### config.mk
export PLATFORM = sky130hd
export DESIGN_NAME = mcd_top
export DESIGN_NICKNAME = d
export VERILOG_FILES = /design/src/mcd_pkg.sv /design/src/mcd_refresh_timer.sv /design/src/mcd_top.sv
export SDC_FILE = /design/constraint.sdc
export NUM_CORES = 1
export LEC_CHECK = 0
export BUFFER_PORTS_ARGS = -buffer_cell sky130_fd_sc_hd__buf_4
export CAP_MARGIN = 5
export CORE_ASPECT_RATIO = 0.5
export CORE_UTILIZATION = 55
export CTS_CLUSTER_DIAMETER = 30
export DETAILED_ROUTE_END_ITERATION = 6
export HOLD_SLACK_MARGIN = 0.12
export PLACE_DENSITY_LB_ADDON = 0.05
export RECOVER_POWER = 100
export SYNTH_ARGS = -nofsm -noshare
export SYNTH_HDL_FRONTEND = slang
export SYNTH_SLANG_ARGS = --single-unit
### constraint.sdc
create_clock -name sys_clk -period 2.4 [get_ports sys_clk]
set_input_delay 0.36 -clock sys_clk [delete_from_list [all_inputs] [get_ports sys_clk]]
set_output_delay 0.36 -clock sys_clk [all_outputs]
set_load 0.1 [all_outputs]
### src/mcd_pkg.sv
package mcd_pkg;

    // Register bus geometry
    localparam int ADDR_W = 32;
    localparam int DATA_W = 32;

    // Register byte addresses
    localparam logic [31:0] TAG_DATA_BASE   = 32'h2101_0000;
    localparam logic [31:0] TAG_DATA_LAST   = 32'h2101_7FFF;
    localparam logic [31:0] BANK_CFG_BASE   = 32'h2101_8000;
    localparam logic [31:0] MODE_DIAG_ADDR  = 32'h2101_8048;
    localparam logic [31:0] TAG_MODE_ADDR   = 32'h2101_804C;
    localparam logic [31:0] IRQ_STAT_ADDR   = 32'h2101_8050;
    localparam logic [31:0] IRQ_MASK_ADDR   = 32'h2101_8054;
    localparam int          NUM_BANKS       = 8;
    localparam int          TAG_DEPTH       = 16;

    // Bank configuration fields
    localparam int BANK_VALID_BIT  = 31;
    localparam int BANK_BASE_HI    = 28;
    localparam int BANK_BASE_LO    = 24;
    localparam int BANK_SIZE_HI    = 2;
    localparam int BANK_SIZE_LO    = 1;
    localparam int BANK_MODE64_BIT = 0;
    localparam logic [1:0] SIZE_4MB  = 2'h2;
    localparam logic [1:0] SIZE_NONE = 2'h3;

    // Mode control and diagnostic status fields
    localparam int FDM_BIT        = 31;
    localparam int FDM_PASS2_BIT  = 30;
    localparam int CHKBIT_BIT     = 29;
    localparam int SOFT_LOG_BIT   = 27;
    localparam int CHK_HI         = 24;
    localparam int CHK_LO         = 17;
    localparam int TMO_HI         = 8;
    localparam int TMO_LO         = 7;
    localparam int MEM_ERR_DIS    = 6;
    localparam int REF_SEL_BIT    = 5;
    localparam int PAR_HI         = 4;
    localparam int PAR_LO         = 2;
    localparam int REF_DIS_BIT    = 1;
    localparam int REF_FORCE_BIT  = 0;
    localparam logic [31:0] MODE_DIAG_WMASK = 32'hEBFE_01FF;

    // Tag-bit address and mode fields
    localparam int TAG_IGNORE_BIT = 16;
    localparam int TAG_ERRDIS_BIT = 15;
    localparam logic [31:0] TAG_MODE_WMASK = 32'h0001_FFFF;
    localparam logic [31:0] TAG_DATA_WMASK = 32'h00FF_FFFF;

    // Timing counts in system bus cycles
    localparam int REF_SLOW_CYC = 328;
    localparam int REF_FAST_CYC = 244;
    localparam int TMO_MAX_CYC  = 2600;

    // Interrupt status bits
    localparam int IRQ_REFRESH = 0;
    localparam int IRQ_TIMEOUT = 1;
    localparam int IRQ_W       = 2;

    localparam logic [31:0] ZERO32 = 32'h0000_0000;

endpackage

### src/mcd_refresh_timer.sv
`timescale 1ns/1ps
`default_nettype none
module mcd_refresh_timer
#(
    parameter int SLOW_CYC = 328,
    parameter int FAST_CYC = 244
)
(
    // Clock and reset
    input  wire logic sys_clk,
    input  wire logic rst,
    // Control
    input  wire logic fast_sel,
    input  wire logic disable_ref,
    input  wire logic force_ref,
    // Request
    output logic      refresh_req
);

    // ******************************
    // Interval counter
    // ******************************
    logic [8:0] count;
    logic [8:0] limit;

    assign limit = fast_sel ? 9'(FAST_CYC - 1) : 9'(SLOW_CYC - 1);

    always_ff @(posedge sys_clk)
    begin
        if (rst || count >= limit)
            count <= 9'h000;
        else
            count <= count + 9'h001;
    end

    // Forcing still works with periodic refresh off, for diagnostics
    always_ff @(posedge sys_clk)
    begin
        if (rst)
            refresh_req <= 1'b0;
        else
            refresh_req <= force_ref || (!disable_ref && count >= limit);
    end

endmodule
`default_nettype wire

### src/mcd_top.sv
// Notes on behaviour
// - Eight bank configuration registers at consecutive word addresses.
// - Bit 31 bank valid, reset clear; bank decodes only when valid.
// - Base bits 28:24 reset zero; 4MB banks compare only 28:26.
// - Size 00/01 is 1MB, 10 is 4MB, 11 is absent; reset 00.
// - Mode bits 31,30,29: fast diag, second pass, check-bit; reset off.
// - Bit 27 enables soft error logging; reset off.
// - Bits 24:17 supply check bits only in check-bit mode.
// - Timeout scaler bits 8:7; reset 00 gives 2600 cycles maximum.
// - Bit 6 clear detects and corrects errors; set disables that.
// - Bit 5 picks refresh every 328 (0) or 244 (1) cycles.
// - Bits 4:2 force wrong bus parity; reset zero.
// - Bit 1 stops refresh, bit 0 forces one; both reset zero.
// - Tag mode bit 16 ignores tag bits; reset zero.
// - Tag mode bit 15 disables tag error reporting; reset zero.
// - Segment address 14:6 and mask 5:3 reset zero; stored only, not used for window.
// - Tag operation mode 2:0 resets to reconstruction; stored only, does not govern window.
// - Tag window words hold two 12-bit fields, reset zero.
`timescale 1ns/1ps
`default_nettype none
module mcd_top
    import mcd_pkg::*;
#(
    parameter int TMO_BASE_CYC = mcd_pkg::TMO_MAX_CYC,
    parameter int TAG_WORDS    = mcd_pkg::TAG_DEPTH
)
(
    // Clock and reset
    input  wire logic                      sys_clk,
    input  wire logic                      rst,
    // Register port
    input  wire logic [mcd_pkg::ADDR_W-1:0] reg_addr,
    input  wire logic [mcd_pkg::DATA_W-1:0] reg_wdata,
    input  wire logic                      reg_wr,
    input  wire logic                      reg_rd,
    output logic      [mcd_pkg::DATA_W-1:0] reg_rdata,
    // Memory access decode
    input  wire logic [31:0]               mem_addr,
    input  wire logic                      mem_req,
    output logic      [7:0]                bank_hit,
    output logic                           bank_mode64,
    // Bus transaction timing
    input  wire logic                      bus_busy,
    output logic                           bus_timeout,
    // Memory control outputs
    output logic                           refresh_req,
    output logic                           ecc_enable,
    output logic                           soft_log_en,
    output logic      [7:0]                diag_checkbits,
    output logic                           diag_chk_mode,
    output logic                           fast_diag,
    output logic                           fast_diag_pass2,
    output logic      [2:0]                force_parity,
    output logic                           tag_check_en,
    output logic                           tag_err_report,
    // Interrupt
    output logic                           irq
);

    // ******************************
    // Register state
    // ******************************
    logic [31:0]        bank_cfg [NUM_BANKS];
    logic [31:0]        mode_diag;
    logic [31:0]        tag_mode;
    logic [23:0]        tag_mem [TAG_WORDS];
    logic [IRQ_W-1:0]   irq_stat;
    logic [IRQ_W-1:0]   irq_mask;
    logic               ref_pulse;
    logic               tmo_pulse;

    function automatic logic in_range(input logic [31:0] a,
                                      input logic [31:0] lo,
                                      input logic [31:0] hi);
        in_range = (a >= lo) && (a <= hi);
    endfunction

    logic        sel_bank;
    logic [2:0]  bank_idx;
    logic        sel_tag;
    logic [$clog2(TAG_WORDS)-1:0] tag_idx;

    assign sel_bank = in_range(reg_addr, BANK_CFG_BASE,
                               BANK_CFG_BASE + 32'h0000_001C)
                      && (reg_addr[1:0] == 2'h0);
    assign bank_idx = reg_addr[4:2];
    assign sel_tag  = in_range(reg_addr, TAG_DATA_BASE, TAG_DATA_LAST)
                      && (reg_addr[1:0] == 2'h0);
    // Only a small window is built; higher locations alias onto it
    assign tag_idx  = reg_addr[$clog2(TAG_WORDS)+1:2];

    // ******************************
    // Register writes
    // ******************************
    always_ff @(posedge sys_clk)
    begin
        if (rst)
        begin
            for (int i = 0; i < NUM_BANKS; i++)
                bank_cfg[i] <= ZERO32;
        end
        else if (reg_wr && sel_bank)
        begin
            bank_cfg[bank_idx] <= reg_wdata & 32'h9F00_0007;
        end
    end

    always_ff @(posedge sys_clk)
    begin
        if (rst)
            mode_diag <= ZERO32;
        else if (reg_wr && reg_addr == MODE_DIAG_ADDR)
            mode_diag <= reg_wdata & MODE_DIAG_WMASK;
        else
            mode_diag[REF_FORCE_BIT] <= 1'b0; // Force is a one-shot
    end

    always_ff @(posedge sys_clk)
    begin
        if (rst)
            tag_mode <= ZERO32;
        else if (reg_wr && reg_addr == TAG_MODE_ADDR)
            tag_mode <= reg_wdata & TAG_MODE_WMASK;
    end

    always_ff @(posedge sys_clk)
    begin
        if (rst)
        begin
            for (int i = 0; i < TAG_WORDS; i++)
                tag_mem[i] <= 24'h00_0000;
        end
        else if (reg_wr && sel_tag)
        begin
            tag_mem[tag_idx] <= reg_wdata[23:0] & TAG_DATA_WMASK[23:0];
        end
    end

    // ******************************
    // Interrupt status and mask
    // ******************************
    logic [IRQ_W-1:0] irq_set;
    assign irq_set = {tmo_pulse, ref_pulse};

    // A new event beats a simultaneous write-one-to-clear
    always_ff @(posedge sys_clk)
    begin
        if (rst)
            irq_stat <= '0;
        else if (reg_wr && reg_addr == IRQ_STAT_ADDR)
            irq_stat <= (irq_stat & ~reg_wdata[IRQ_W-1:0]) | irq_set;
        else
            irq_stat <= irq_stat | irq_set;
    end

    always_ff @(posedge sys_clk)
    begin
        if (rst)
            irq_mask <= '0;
        else if (reg_wr && reg_addr == IRQ_MASK_ADDR)
            irq_mask <= reg_wdata[IRQ_W-1:0];
    end

    assign irq = |(irq_stat & irq_mask);

    // ******************************
    // Register reads
    // ******************************
    // Tag window reads see the operation mode in the top byte only as zero
    always_ff @(posedge sys_clk)
    begin
        if (rst)
            reg_rdata <= ZERO32;
        else if (reg_rd)
        begin
            if (sel_bank)
                reg_rdata <= bank_cfg[bank_idx];
            else if (reg_addr == MODE_DIAG_ADDR)
                reg_rdata <= mode_diag;
            else if (reg_addr == TAG_MODE_ADDR)
                reg_rdata <= tag_mode;
            else if (sel_tag)
                reg_rdata <= {8'h00, tag_mem[tag_idx]};
            else if (reg_addr == IRQ_STAT_ADDR)
                reg_rdata <= {30'h0000_0000, irq_stat};
            else if (reg_addr == IRQ_MASK_ADDR)
                reg_rdata <= {30'h0000_0000, irq_mask};
            else
                reg_rdata <= ZERO32;
        end
        else
            reg_rdata <= ZERO32;
    end

    // ******************************
    // Bank address decode
    // ******************************
    function automatic logic bank_match(input logic [31:0] cfg,
                                        input logic [31:0] a);
        logic [1:0] sz;
        sz = cfg[BANK_SIZE_HI:BANK_SIZE_LO];
        if (!cfg[BANK_VALID_BIT] || sz == SIZE_NONE)
            bank_match = 1'b0;
        else if (sz == SIZE_4MB)
            bank_match = cfg[28:26] == a[28:26];
        else
            bank_match = cfg[28:24] == a[28:24];
    endfunction

    // Registered so decode timing does not depend on the caller
    always_ff @(posedge sys_clk)
    begin
        if (rst)
        begin
            bank_hit    <= 8'h00;
            bank_mode64 <= 1'b0;
        end
        else
        begin
            bank_mode64 <= 1'b0;
            for (int i = 0; i < NUM_BANKS; i++)
            begin
                bank_hit[i] <= mem_req && bank_match(bank_cfg[i], mem_addr);
                if (mem_req && bank_match(bank_cfg[i], mem_addr))
                    bank_mode64 <= bank_cfg[i][BANK_MODE64_BIT];
            end
        end
    end

    // ******************************
    // Mode outputs
    // ******************************
    always_ff @(posedge sys_clk)
    begin
        if (rst)
        begin
            ecc_enable      <= 1'b1;
            soft_log_en     <= 1'b0;
            diag_checkbits  <= 8'h00;
            diag_chk_mode   <= 1'b0;
            fast_diag       <= 1'b0;
            fast_diag_pass2 <= 1'b0;
            force_parity    <= 3'h0;
            tag_check_en    <= 1'b1;
            tag_err_report  <= 1'b1;
        end
        else
        begin
            ecc_enable      <= !mode_diag[MEM_ERR_DIS];
            soft_log_en     <= mode_diag[SOFT_LOG_BIT];
            diag_chk_mode   <= mode_diag[CHKBIT_BIT];
            diag_checkbits  <= mode_diag[CHKBIT_BIT] ?
                               mode_diag[CHK_HI:CHK_LO] : 8'h00;
            fast_diag       <= mode_diag[FDM_BIT];
            fast_diag_pass2 <= mode_diag[FDM_PASS2_BIT];
            force_parity    <= mode_diag[PAR_HI:PAR_LO];
            tag_check_en    <= !tag_mode[TAG_IGNORE_BIT];
            tag_err_report  <= !tag_mode[TAG_ERRDIS_BIT];
        end
    end

    // ******************************
    // Bus timeout
    // ******************************
    // Scaler 00 is the longest; each step halves the limit
    logic [11:0] tmo_count;
    logic [11:0] tmo_limit;

    assign tmo_limit = 12'(TMO_BASE_CYC >> mode_diag[TMO_HI:TMO_LO]);

    always_ff @(posedge sys_clk)
    begin
        if (rst || !bus_busy)
            tmo_count <= 12'h000;
        else if (tmo_count != tmo_limit)
            tmo_count <= tmo_count + 12'h001;
    end

    assign tmo_pulse = bus_busy && (tmo_count == tmo_limit - 12'h001);

    always_ff @(posedge sys_clk)
    begin
        if (rst || !bus_busy)
            bus_timeout <= 1'b0;
        else if (tmo_pulse)
            bus_timeout <= 1'b1;
    end

    // ******************************
    // Refresh
    // ******************************
    mcd_refresh_timer
    #(
        .SLOW_CYC (REF_SLOW_CYC),
        .FAST_CYC (REF_FAST_CYC)
    )
    u_refresh
    (
        .sys_clk     (sys_clk),
        .rst         (rst),
        .fast_sel    (mode_diag[REF_SEL_BIT]),
        .disable_ref (mode_diag[REF_DIS_BIT]),
        .force_ref   (mode_diag[REF_FORCE_BIT]),
        .refresh_req (ref_pulse)
    );

    assign refresh_req = ref_pulse;

endmodule
`default_nettype wire

==> results of run 1 <==
routing by layer:
layer | wire length (µm) | vias to the layer above
met3 | 6180 | 125
met2 | 32600 | 724
met5 | 0 | -
li1 | - | 7158
met4 | 1990 | 0
met1 | 27900 | 8266
registers in the layout (all words and copies together), names as in the netlist, 2 cells and up:
name	flops
diag_checkbits	8
bank_cfg	72
tmo_count	12
mode_diag	22
irq_mask	2
reg_rdata	32
irq_stat	2
tag_mem	384
u_refresh.count	9
tag_mode	17
bank_hit	8
force_parity	3
cell type report:
class | count | area [µm²] | area share
Tap cell | 627 | 785 | 0.0255
Multi-Input combinational cell | 1115 | 9150 | 0.297
Sequential cell | 581 | 16200 | 0.526
Clock inverter | 50 | 433 | 0.0141
Timing Repair Buffer | 298 | 2120 | 0.0690
Clock buffer | 89 | 2060 | 0.0668
Inverter | 11 | 41.3 | 0.00134
worst max-delay path, stage by stage:
cell	delay, ns
clkbuf_4	0.11
nor4_1	0.36
a21boi_0	0.13
o21ai_0	0.21
buf_4	0.17
nand4_1	0.17
buf_12	0.21
nor2_1	0.14
clkbuf_2	0.57
and2_0	0.24
where the power goes:
group | total [µW] | internal [µW] | switching (µW)
combinational | 1550 | 699 | 854
clock | 11100 | 6570 | 4550
sequential | 11400 | 11200 | 144
cell usage in the layout, fill, tap and decap left out, types with 7 or more instances in the layout:
cell type,netlist,layout
buf_12,0,13
mux2i_1,18,18
clkinv_1,0,9
inv_6,0,13
clkbuf_1,91,30
dfxtp_1,125,122
xor2_1,30,30
edfxtp_1,456,456
nand3_1,18,18
buf_4,9,119
inv_1,11,11
clkinvlp_4,0,8
and2_1,469,302
and2_0,0,167
a22o_1,7,7
nor2_1,73,71
clkinv_4,0,10
dlygate4sd3_1,0,29
mux4_2,138,138
nor2b_1,23,23
ha_1,11,11
xnor2_1,33,33
nand4_1,19,19
a22oi_1,10,10
nor3_1,10,11
or2_2,24,23
clkbuf_4,0,9
nand2b_1,11,11
nand2_1,98,98
clkbuf_16,0,80
clkbuf_2,0,101
a21oi_1,52,52
cell families after synthesis:
kind of cell / count (synthesis)
adder cells (fa/ha/maj): 11
AO/OA/AOI/OAI: 105
AND/OR/NAND/NOR: 780
buffers and inverters: 138
XOR/XNOR: 63
flip-flops: 581
multiplexers: 156
repair_timing:
item | in CTS | in global routing
resized for setup | 0 | 5
hold buffers | 29 | 0
hold endpoints to repair | 54 | 0
setup endpoints to repair | 0 | 12
path summary, 6_finish.rpt:
path,from,endpoint,cells past startpoint
setup / recovery,reg_addr[21],tag_mem[13][10],10
hold / removal,reg_wdata[26],bank_cfg[3][5],2
hold reg to reg,tag_mode[16],tag_check_en,1
setup reg to reg,u_refresh.count[0],u_refresh.count[6],8
stage by stage:
stage | power, µW | hold WS (ns)
global route | 24700 | 0.131
floorplan | 12400 | 0.383
finish | 24000 | 0.144
detailed placement | 13200 | 0.413
CTS | 24200 | 0.121
global placement | 13100 | 0.411
==> summary.txt, run 1 <==
Die
  – Die width: 309 µm
  – Core area: 45800 µm²
  – Die H: 156 µm
  – Die area: 48100 µm²
  – Starting Density: 0.566
  – # rows: 55
  – Ports: 164

Synthesis
  – Main combinational cell family by area after synthesis: simple AND/OR/NAND/NOR gates
  – Post-synth cell types: 52
  – Post-Synth Adder-Cell Area: 0.00531
  – Post-synthesis instance area: 25900 µm²
  – Syn Inst Count: 1834
  – Syn_area_per_cell: 14.1 µm²
  – Most frequent cell after synthesis: and2_1
  – Post-synth top area share: 0.528
  – Mux share of post-synthesis cell area: 0.127
  – Synth area leaders: edfxtp_1 (53%), mux4_2 (12%), and2_1 (11%)
  – Main flop type after synthesis: edfxtp_1
  – Syn_nets: 1947
  – Post-synth ARST share: 0
  – Synth Area in Simple Gates: 0.173
  – Sequential area share after synthesis: 0.625
  – Post-synth EDFFs: 456
  – Commonest cells post-synth: and2_1 (469), edfxtp_1 (456), mux4_2 (138), dfxtp_1 (125), nand2_1 (98)
  – Yosys warns: 0
  – Xor-xnor portion of the synthesized cell area: 0.0213
  – Area leader, netlist: edfxtp_1
  – Complex-gate fraction of the synthesized area: 0.0263
  – #FFs+latches synth: 581

STA
  – Worst Skew: 0.0244 ns
  – Final-report setup violation count: 0
  – Hold Vio Cnt, Final: 0
  – Final Max Slew Viols: 0
  – Post-layout worst setup margin: 0.169 ns
  – Setup TNS: 0 ns
  – Max_slew headroom: 0.293
  – Period utilisation layout: 0.929
  – F_max: 448 MHz
  – Unrepaired setup endpoints after global routing: false
  – Worst slew pin tran: 1.06 ns
  – Period minus WS final: 2.23 ns

Detailed routing
  – Wire length per cell: 24.8 µm
  – Drt total wl: 68600 µm
  – DR DRC count: 1
  – Vias per inst: 5.87
  – Drt first pass iters: 7
  – Vias: 16.3k
  – 1st-iter DRT viols: 1566
  – Final ANT Viol Nets: 0

GRT
  – Total GRT Usage: 0.292
  – Met1 Use GR: 0.397
  – Via count of the first global-routing pass: 16.6k
  – M2 GR Usage: 0.466
  – Grt met3 use: 0.0679
  – Overflow after GRT: 0
  – Initial antenna violation count: 0
  – Largest net degree at the start of global routing: 50
  – First-pass GRT wire length: 102000 µm
  – GRT Max-Usage Layer: met2

Hold path
  – Worst Hold Class: input port to register

Setup path
  – Worst Setup End Kind: register
  – Data arrival time of the worst path: 2.68 ns
  – Startpoint Class: input port
  – CP Data Required Time: 2.85 ns
  – CP Class: input port to register
  – CP max FO: 24
  – Flop-to-flop setup slack: 0.19 ns

Pwr
  – Worst VDD drop: 0.489 mV
  – Leak pwr: 0.0110 µW
  – Pwr/cell area: 781 nW/µm²

Layout
  – Antenna cells: 0
  – Layout cells sized above 1: 0.252
  – Area Overhead vs Synth: 18.7%
  – Final Non-Filler Cells: 2771
  – NumNets Final: 2196
  – Post-layout util: 0.672
  – Fill cells: 3345
  – Final Instance Area: 30800 µm²

Status
  – Failing checks: DRC
  – Run status: complete, but fails checks

Clocking
  – TritonCTS clock tree: built
  – Clock Sinks: 581
  – Htree depth: 3
  – Post-CTS Setup Bufs: 0
  – TritonCTS Buffers: 76
  – Clock Pin Slew Worst Setup and Hold Paths: 0.05 ns
  – Clk_lat worst skew: 0.61 ns
  – Root Driver: clkbuf_16
  – Longest Clk Path Bufs: 3

Placed design
  – IO buf count: 136
  – Post-DP Area: 28700 µm²
  – Post-place setup slack: -0.189 ns
  – GP Congestion: 0.878
  – HPWL after detailed placement: 45100 µm
  – Placed Cells: 2603

Flow run
  – Max cap viols: 0
Power figures use the tool's default switching activity.
==> run 2, diff against run 1 <==
--- a/config.mk
+++ b/config.mk
@@ -14,6 +14,7 @@
 export HOLD_SLACK_MARGIN = 0.12
 export PLACE_DENSITY_LB_ADDON = 0.05
 export RECOVER_POWER = 100
+export REMOVE_ABC_BUFFERS = 1
 export SYNTH_ARGS = -nofsm -noshare
 export SYNTH_HDL_FRONTEND = slang
 export SYNTH_SLANG_ARGS = --single-unit
==> summary.txt, run 2 (same netlist as run 1, synthesis figures left out) <==
Detailed routing
  – DR DRC count: 0 (-1)
  – Met3 wire len: 6420 µm (+3.9%)
  – DR WL met2: 33300 µm (+2.1%)
  – Drt total wl: 69700 µm (+1.5%)
  – Vias: 16.4k (+0.50%)
  – 1st-iter DRT viols: 1616 (+3.2%)
  – Final ANT Viol Nets: 0 (unchanged)
  – Vias per inst: 5.88 (+0.14%)
  – Top layer in use: met4
  – Wire length per cell: 25.1 µm (+1.1%)
  – Drt first pass iters: 5 (-2)
  – WL met1: 27800 µm (-0.51%)

Die
  – # rows: 55 (unchanged)
  – Die H: 156 µm (unchanged)
  – Die width: 309 µm (unchanged)
  – Ports: 164 (unchanged)
  – Die area: 48100 µm² (unchanged)
  – Starting Density: 0.566 (unchanged)
  – Core area: 45800 µm² (unchanged)

Clocking
  – Htree depth: 3 (unchanged)
  – Clk_lat worst skew: 0.61 ns (about the same)
  – Post-CTS resize count: 0 (unchanged)
  – Post-CTS Setup Bufs: 0 (unchanged)
  – Clock Pin Slew Worst Setup and Hold Paths: 0.06 ns (about the same)
  – Longest Clk Path Bufs: 3 (unchanged)
  – Clock Sinks: 581 (unchanged)
  – Root Driver: clkbuf_16
  – TritonCTS clock tree: built
  – TritonCTS Buffers: 73 (-3.9%)

Layout
  – Commonest non-fill, non-tap cell in the layout: edfxtp_1
  – Layout cells sized above 1: 0.258 (+0.00591)
  – Biggest regs: tag_mem x384, bank_cfg x72, reg_rdata x32
  – NumNets Final: 2206 (+0.46%)
  – Final Non-Filler Cells: 2781 (+0.36%)
  – Fill cells: 3291 (-1.6%)
  – Largest register by flop count: tag_mem
  – Most frequent cells in the layout: edfxtp_1 (456), and2_1 (290), and2_0 (179), mux4_2 (138), buf_4 (130)
  – Area Overhead vs Synth: 19.4%
  – Max FFs per register: 384 (unchanged)

STA
  – Unrepaired setup endpoints after global routing: false
  – Final Max Slew Viols: 0 (unchanged)
  – Worst slew pin tran: 0.856 ns (-0.204 ns)
  – Hold Vio Cnt, Final: 0 (unchanged)
  – Period utilisation layout: 1.00 (+0.0707)
  – Max_slew headroom: 0.428 (+0.135)
  – Post-layout worst setup margin: -0.000269 ns (-0.170 ns)
  – Final-report setup violation count: 1 (+1)
  – Period minus WS final: 2.40 ns (+0.170 ns)
  – Worst Skew: 0.0204 ns (-0.00398 ns)
  – F_max: 417 MHz (-7.1%)

Status
  – Run status: complete, but fails checks
  – Failing checks: setup timing

Setup path
  – Critical Path Max Stage Delay: 0.58 ns (about the same)
  – Startpoint Class: input port
  – Slowest-stage cell, CP: dlygate4sd3_1
  – CP Data Required Time: 2.75 ns (-0.10 ns)
  – Data arrival time of the worst path: 2.75 ns (+0.07 ns)
  – Worst Setup End Kind: register
  – Critical-path cell list: dlygate4sd3_1 -> clkbuf_1 -> nand2b_1 -> nor2_1 -> nand3_1 -> buf_12 -> nor2_2 -> clkbuf_2 -> and2_0
  – CP max FO: 18 (-25%)
  – CP Class: input port to register

Pwr
  – Switch share: 0.229 (-0.00193)
  – Clock share of power: 0.464 (about the same)
  – P_int: 18500 µW (+0.28%)
  – Total Power: 24000 µW (about the same)
  – Leak pwr: 0.0111 µW (+0.79%)
  – Psw: 5510 µW (-0.80%)
  – Power share of the combinational group: 0.064 (about the same)
  – Worst VDD drop: 0.510 mV (+4.5%)
  – Register share of total power: 0.473 (about the same)
  – Pwr/cell area: 777 nW/µm² (-0.51%)

GRT
  – Via count of the first global-routing pass: 16.6k (-0.23%)
  – Total GRT Usage: 0.295 (+0.00335)
  – Overflow after GRT: 0 (unchanged)
  – Largest net degree at the start of global routing: 87 (+74%)
  – First-pass GRT wire length: 102000 µm (+0.24%)
  – Initial antenna violation count: 1 (+1)

Placed design
  – GP Congestion: 0.890 (+1.4%)
  – Placed Cells: 2615 (+0.46%)
  – HPWL after detailed placement: 45000 µm (-0.20%)
  – IO buf count: 136 (unchanged)

Flow run
  – Max cap viols: 0 (unchanged)

Hold path
  – Worst Hold Class: input port to register
run 2: cell count changes in the layout (fill, tap and decap cells not counted), moves of 5 or more:
cell / change
clkbuf_2: -10
and2_0: +12
inv_6: -7
clkbuf_4: +6
and2_1: -12
clkinv_1: -8
inv_4: +5
buf_4: +11
buf_6: +5
run 2: power by group through the flow:
| stage | clock [µW] | combinational [µW] | sequential, µW |
|---|---|---|---|
| 2_1_floorplan | 0 | 704 | 11500 |
| 3_3_place_gp | 0 | 1530 | 11500 |
| 3_5_place_dp | 0 | 1550 | 11600 |
| 4_1_cts | 11200 | 1600 | 11400 |
| 5_1_grt | 11700 | 1610 | 11400 |
| 6_report | 11100 | 1540 | 11400 |
run 2: cell type report:
class                      count  area [µm²]  share of cell area
sequential                   581       16200               0.523
clock buffer                  90        2040              0.0658
multi-input combinational   1115        9140               0.295
inverter                      11        41.3             0.00133
tap                          627         785              0.0253
timing repair buffer         311        2280              0.0738
clock inverter                45         465              0.0150
antenna                        1        2.50           0.0000809
run 2: repair_timing:
| item | CTS | global route |
|---|---|---|
| setup endpoints to repair | 0 | 0 |
| hold buffers | 30 | 0 |
| hold endpoints to repair | 62 | 0 |
run 2: worst max-delay path, delay by kind of cell:
kind / cells / cell delay (ns)
buffers and inverters: 4 / 1.61
and+or+nand+nor: 5 / 0.74
run 2: through the flow:
stage	utilization	hold WS [ns]	worst slack, ns	TNS, ns	area, µm²
floorplan	-	0.382	-0.365	-137.72	25400
global placement	0.628	0.392	-0.179	-57.08	28800
detailed placement	0.628	0.405	-0.190	-54.17	28800
CTS	0.689	0.124	0.160	0	31600
global route	0.675	0.143	0.0176	0	30900
finish	0.675	0.158	-0.000269	-0.000269	31000
run 2: worst paths after layout:
check | start | endpoint | slack (ns) | cells after the start
setup / recovery | rst | tag_mem[5][18] | -0.0003 | 9
setup reg to reg | u_refresh.count[0] | u_refresh.count[4] | 0.17 | 9
hold / removal | reg_wdata[26] | bank_cfg[1][5] | 0.16 | 2
hold reg to reg | tag_mode[16] | tag_check_en | 0.42 | 1
run 2: routing by layer:
layer	global-route usage	vias up
li1	-	7169
met3	0.0649	140
met1	0.399	8263
met5	0	-
met2	0.477	782
met4	0.104	0
==> run 3, diff against run 2 <==
--- a/config.mk
+++ b/config.mk
@@ -5,6 +5,7 @@
 export SDC_FILE = /design/constraint.sdc
 export NUM_CORES = 1
 export LEC_CHECK = 0
+export ABC_AREA = 1
 export BUFFER_PORTS_ARGS = -buffer_cell sky130_fd_sc_hd__buf_4
 export CAP_MARGIN = 5
 export CORE_ASPECT_RATIO = 0.5
==> summary.txt, run 3 <==
Status
  – Run status: finished clean

Die
  – Die area: 46200 µm² (-3.9%)
  – Ports: 164 (unchanged)
  – Starting Density: 0.564 (-0.00148)
  – Core area: 44100 µm² (-3.7%)
  – Die width: 303 µm (-2.0%)
  – Die H: 152 µm (-2.0%)
  – # rows: 54 (-1.8%)

GRT
  – GRT Max-Usage Layer: met2
  – Via count of the first global-routing pass: 18.8k (+13%)
  – Total GRT Usage: 0.307 (+0.0110)
  – Met1 Use GR: 0.431 (+0.0328)
  – M2 GR Usage: 0.481 (+0.00339)
  – Largest net degree at the start of global routing: 48 (-45%)
  – Overflow after GRT: 0 (unchanged)
  – First-pass GRT wire length: 107000 µm (+4.9%)
  – Initial antenna violation count: 0 (-1)
  – Grt met3 use: 0.0540 (-0.0109)

Detailed routing
  – Vias per inst: 5.82 (-1.0%)
  – Final ANT Viol Nets: 0 (unchanged)
  – Drt total wl: 70000 µm (+0.53%)
  – 1st-iter DRT viols: 2079 (+29%)
  – Vias: 19.4k (+19%)
  – Drt first pass iters: 5 (unchanged)
  – DR DRC count: 0 (unchanged)
  – Wire length per cell: 21.0 µm (-16%)

Setup path
  – Startpoint Class: input port
  – Slowest-stage cell, CP: clkbuf_2
  – Data arrival time of the worst path: 2.38 ns (-0.37 ns)
  – Worst Setup End Kind: register
  – CP Class: input port to register
  – CP Data Required Time: 2.68 ns (-0.07 ns)
  – Critical-path cell list: clkbuf_1 -> nor2_1 -> nand2_1 -> a21oi_1 -> nor2b_1 -> nand2_1 -> nor2_4 -> nand2_4 -> nor2_4 -> nand2_2 -> nand2_1 -> clkbuf_2
  – Flop-to-flop setup slack: 0.40 ns (+0.23 ns)
  – CP max FO: 10 (-8)
  – Most used cell, CP: nand2_1
  – Critical Path Max Stage Delay: 0.30 ns (-0.28 ns)

Synthesis
  – Yosys warns: 0 (unchanged)
  – Main combinational cell family by area after synthesis: simple AND/OR/NAND/NOR gates
  – Post-synth EDFFs: 456 (unchanged)
  – Sequential area share after synthesis: 0.651 (+0.0259)
  – Post-synth top area share: 0.550 (+0.0219)
  – Complex-gate fraction of the synthesized area: 0.105 (+0.0786)
  – Post-Synth Adder-Cell Area: 0.00553 (+0.000220)
  – #FFs+latches synth: 581 (unchanged)
  – Post-synthesis instance area: 24900 µm² (-4.0%)
  – Main flop type after synthesis: edfxtp_1
  – Syn Inst Count: 2438 (+33%)
  – Synth area leaders: edfxtp_1 (55%), dfxtp_1 (10%), nor2_1 (8.4%)
  – Area leader, netlist: edfxtp_1
  – Xor-xnor portion of the synthesized cell area: 0.0102 (-0.0111)
  – Most frequent cell after synthesis: nor2_1
  – Mux share of post-synthesis cell area: 0 (-0.127)
  – Post-synth ARST share: 0 (unchanged)
  – Commonest cells post-synth: nor2_1 (560), edfxtp_1 (456), nand2_1 (317), o22ai_1 (180), o21ai_0 (162)
  – Synth Area in Simple Gates: 0.179 (+0.00582)
  – Post-synth cell types: 43 (-17%)
  – Syn_area_per_cell: 10.2 µm² (-28%)

Clocking
  – Post-CTS resize count: 0 (unchanged)
  – Post-CTS Setup Bufs: 0 (unchanged)
  – Longest Clk Path Bufs: 3 (unchanged)
  – TritonCTS Buffers: 74 (+1.4%)
  – Clock Pin Slew Worst Setup and Hold Paths: 0.06 ns (about the same)
  – Clk_lat worst skew: 0.60 ns (about the same)
  – TritonCTS clock tree: built
  – Clock Sinks: 581 (unchanged)
  – Root Driver: clkbuf_16
  – Htree depth: 3 (unchanged)

Layout
  – NumNets Final: 2795 (+27%)
  – Max FFs per register: 384 (unchanged)
  – Most frequent cells in the layout: nor2_1 (559), edfxtp_1 (456), nand2_1 (327), o22ai_1 (180), buf_4 (175)
  – Biggest regs: tag_mem x384, bank_cfg x72, reg_rdata x32
  – Fill cells: 3433 (+4.3%)
  – Post-layout util: 0.682 (+0.00660)
  – Area of the multi-input gates: 7410 µm² (-19%)
  – Seq. cell area: 16200 µm² (unchanged)
  – Antenna cells: 0 (-1)
  – Area Overhead vs Synth: 20.9%
  – Largest register by flop count: tag_mem
  – Layout cells sized above 1: 0.165 (-0.0934)
  – Commonest non-fill, non-tap cell in the layout: nor2_1

Pwr
  – Leak pwr: 0.0118 µW (+5.9%)
  – Pwr/cell area: 809 nW/µm² (+4.1%)
  – Worst VDD drop: 0.517 mV (+1.2%)

Placed design
  – HPWL after detailed placement: 46900 µm (+4.2%)
  – Post-place setup slack: -0.151 ns (+0.0392 ns)
  – GP Congestion: 0.910 (+2.3%)
  – IO buf count: 136 (unchanged)

STA
  – Final Max Slew Viols: 0 (unchanged)
  – Worst slew pin tran: 1.14 ns (+0.283 ns)
  – F_max: 476 MHz (+14%)
  – Period utilisation layout: 0.876 (-0.124)
  – Unrepaired setup endpoints after global routing: false
  – Hold slack: 0.173 ns (+0.0157 ns)
  – Hold Vio Cnt, Final: 0 (unchanged)
  – Worst Skew: 0.0183 ns (-0.00205 ns)
  – Max_slew headroom: 0.241 (-0.187)
  – Post-layout worst setup margin: 0.298 ns (+0.298 ns)
  – Period minus WS final: 2.10 ns (-0.298 ns)
  – Final-report setup violation count: 0 (-1)

Hold path
  – Worst Hold Class: input port to register

Flow run
  – Max cap viols: 0 (unchanged)
-- run 3: routing by layer --
| layer | wire [µm] | vias to the layer above |
|---|---|---|
| li1 | - | 8985 |
| met1 | 29000 | 9304 |
| met2 | 32500 | 937 |
| met3 | 6260 | 154 |
| met4 | 2240 | 0 |
| met5 | 0 | - |
-- run 3: logic make-up after synthesis --
| kind of cell | Yosys count |
|---|---|
| compound gates | 449 |
| xor+xnor | 29 |
| fa+ha+maj | 11 |
| buf+inv | 309 |
| flops | 581 |
| simple gates | 1059 |
-- run 3: timing repair --
action                     4_1_cts  5_1_grt
hold endpoints to repair        15        0
hold buffers                    13        0
setup endpoints to repair        0        0
-- run 3: metrics by stage --
| stage | area (µm²) | setup TNS (ns) | instances | total power [µW] |
|---|---|---|---|---|
| global route | 30100 | 0 | 3330 | 25000 |
| global placement | 27800 | -25.78 | 3181 | 13100 |
| finish | 30100 | 0 | 3330 | 24300 |
| detailed placement | 27800 | -42.49 | 3181 | 13200 |
| CTS | 30400 | 0 | 3330 | 24400 |
| floorplan | 24200 | -931.14 | 2285 | 12300 |
-- run 3: power by group --
part / internal [µW] / total, µW / switching, µW
logic: 533 / 1590 / 1050
clock network: 6780 / 11400 / 4600
registers: 11200 / 11400 / 149
-- run 3: worst max-delay path, delay by kind of cell --
family / cells / cell delay [ns]
and+or+nand+nor: 9 / 1.39
buffers and inverters: 2 / 0.40
AOI/OAI and AO/OA: 1 / 0.20
-- run 3: final timing paths --
kind / depth (start not counted) / startpoint / end
worst min register to register: 1 / tag_mode[16] / tag_check_en
worst max-delay path: 12 / reg_addr[26] / tag_mem[10][14]
worst min-delay path: 4 / reg_wdata[0] / irq_stat[0]
worst max register to register: 8 / mode_diag[5] / u_refresh.count[2]
-- run 3: area by class of cell --
class | count | share of cell area
sequential | 581 | 0.538
multi-input combinational | 1548 | 0.246
timing repair buffer | 321 | 0.0866
clock buffer | 86 | 0.0677
tap | 588 | 0.0245
inverter | 156 | 0.0195
clock inverter | 50 | 0.0171
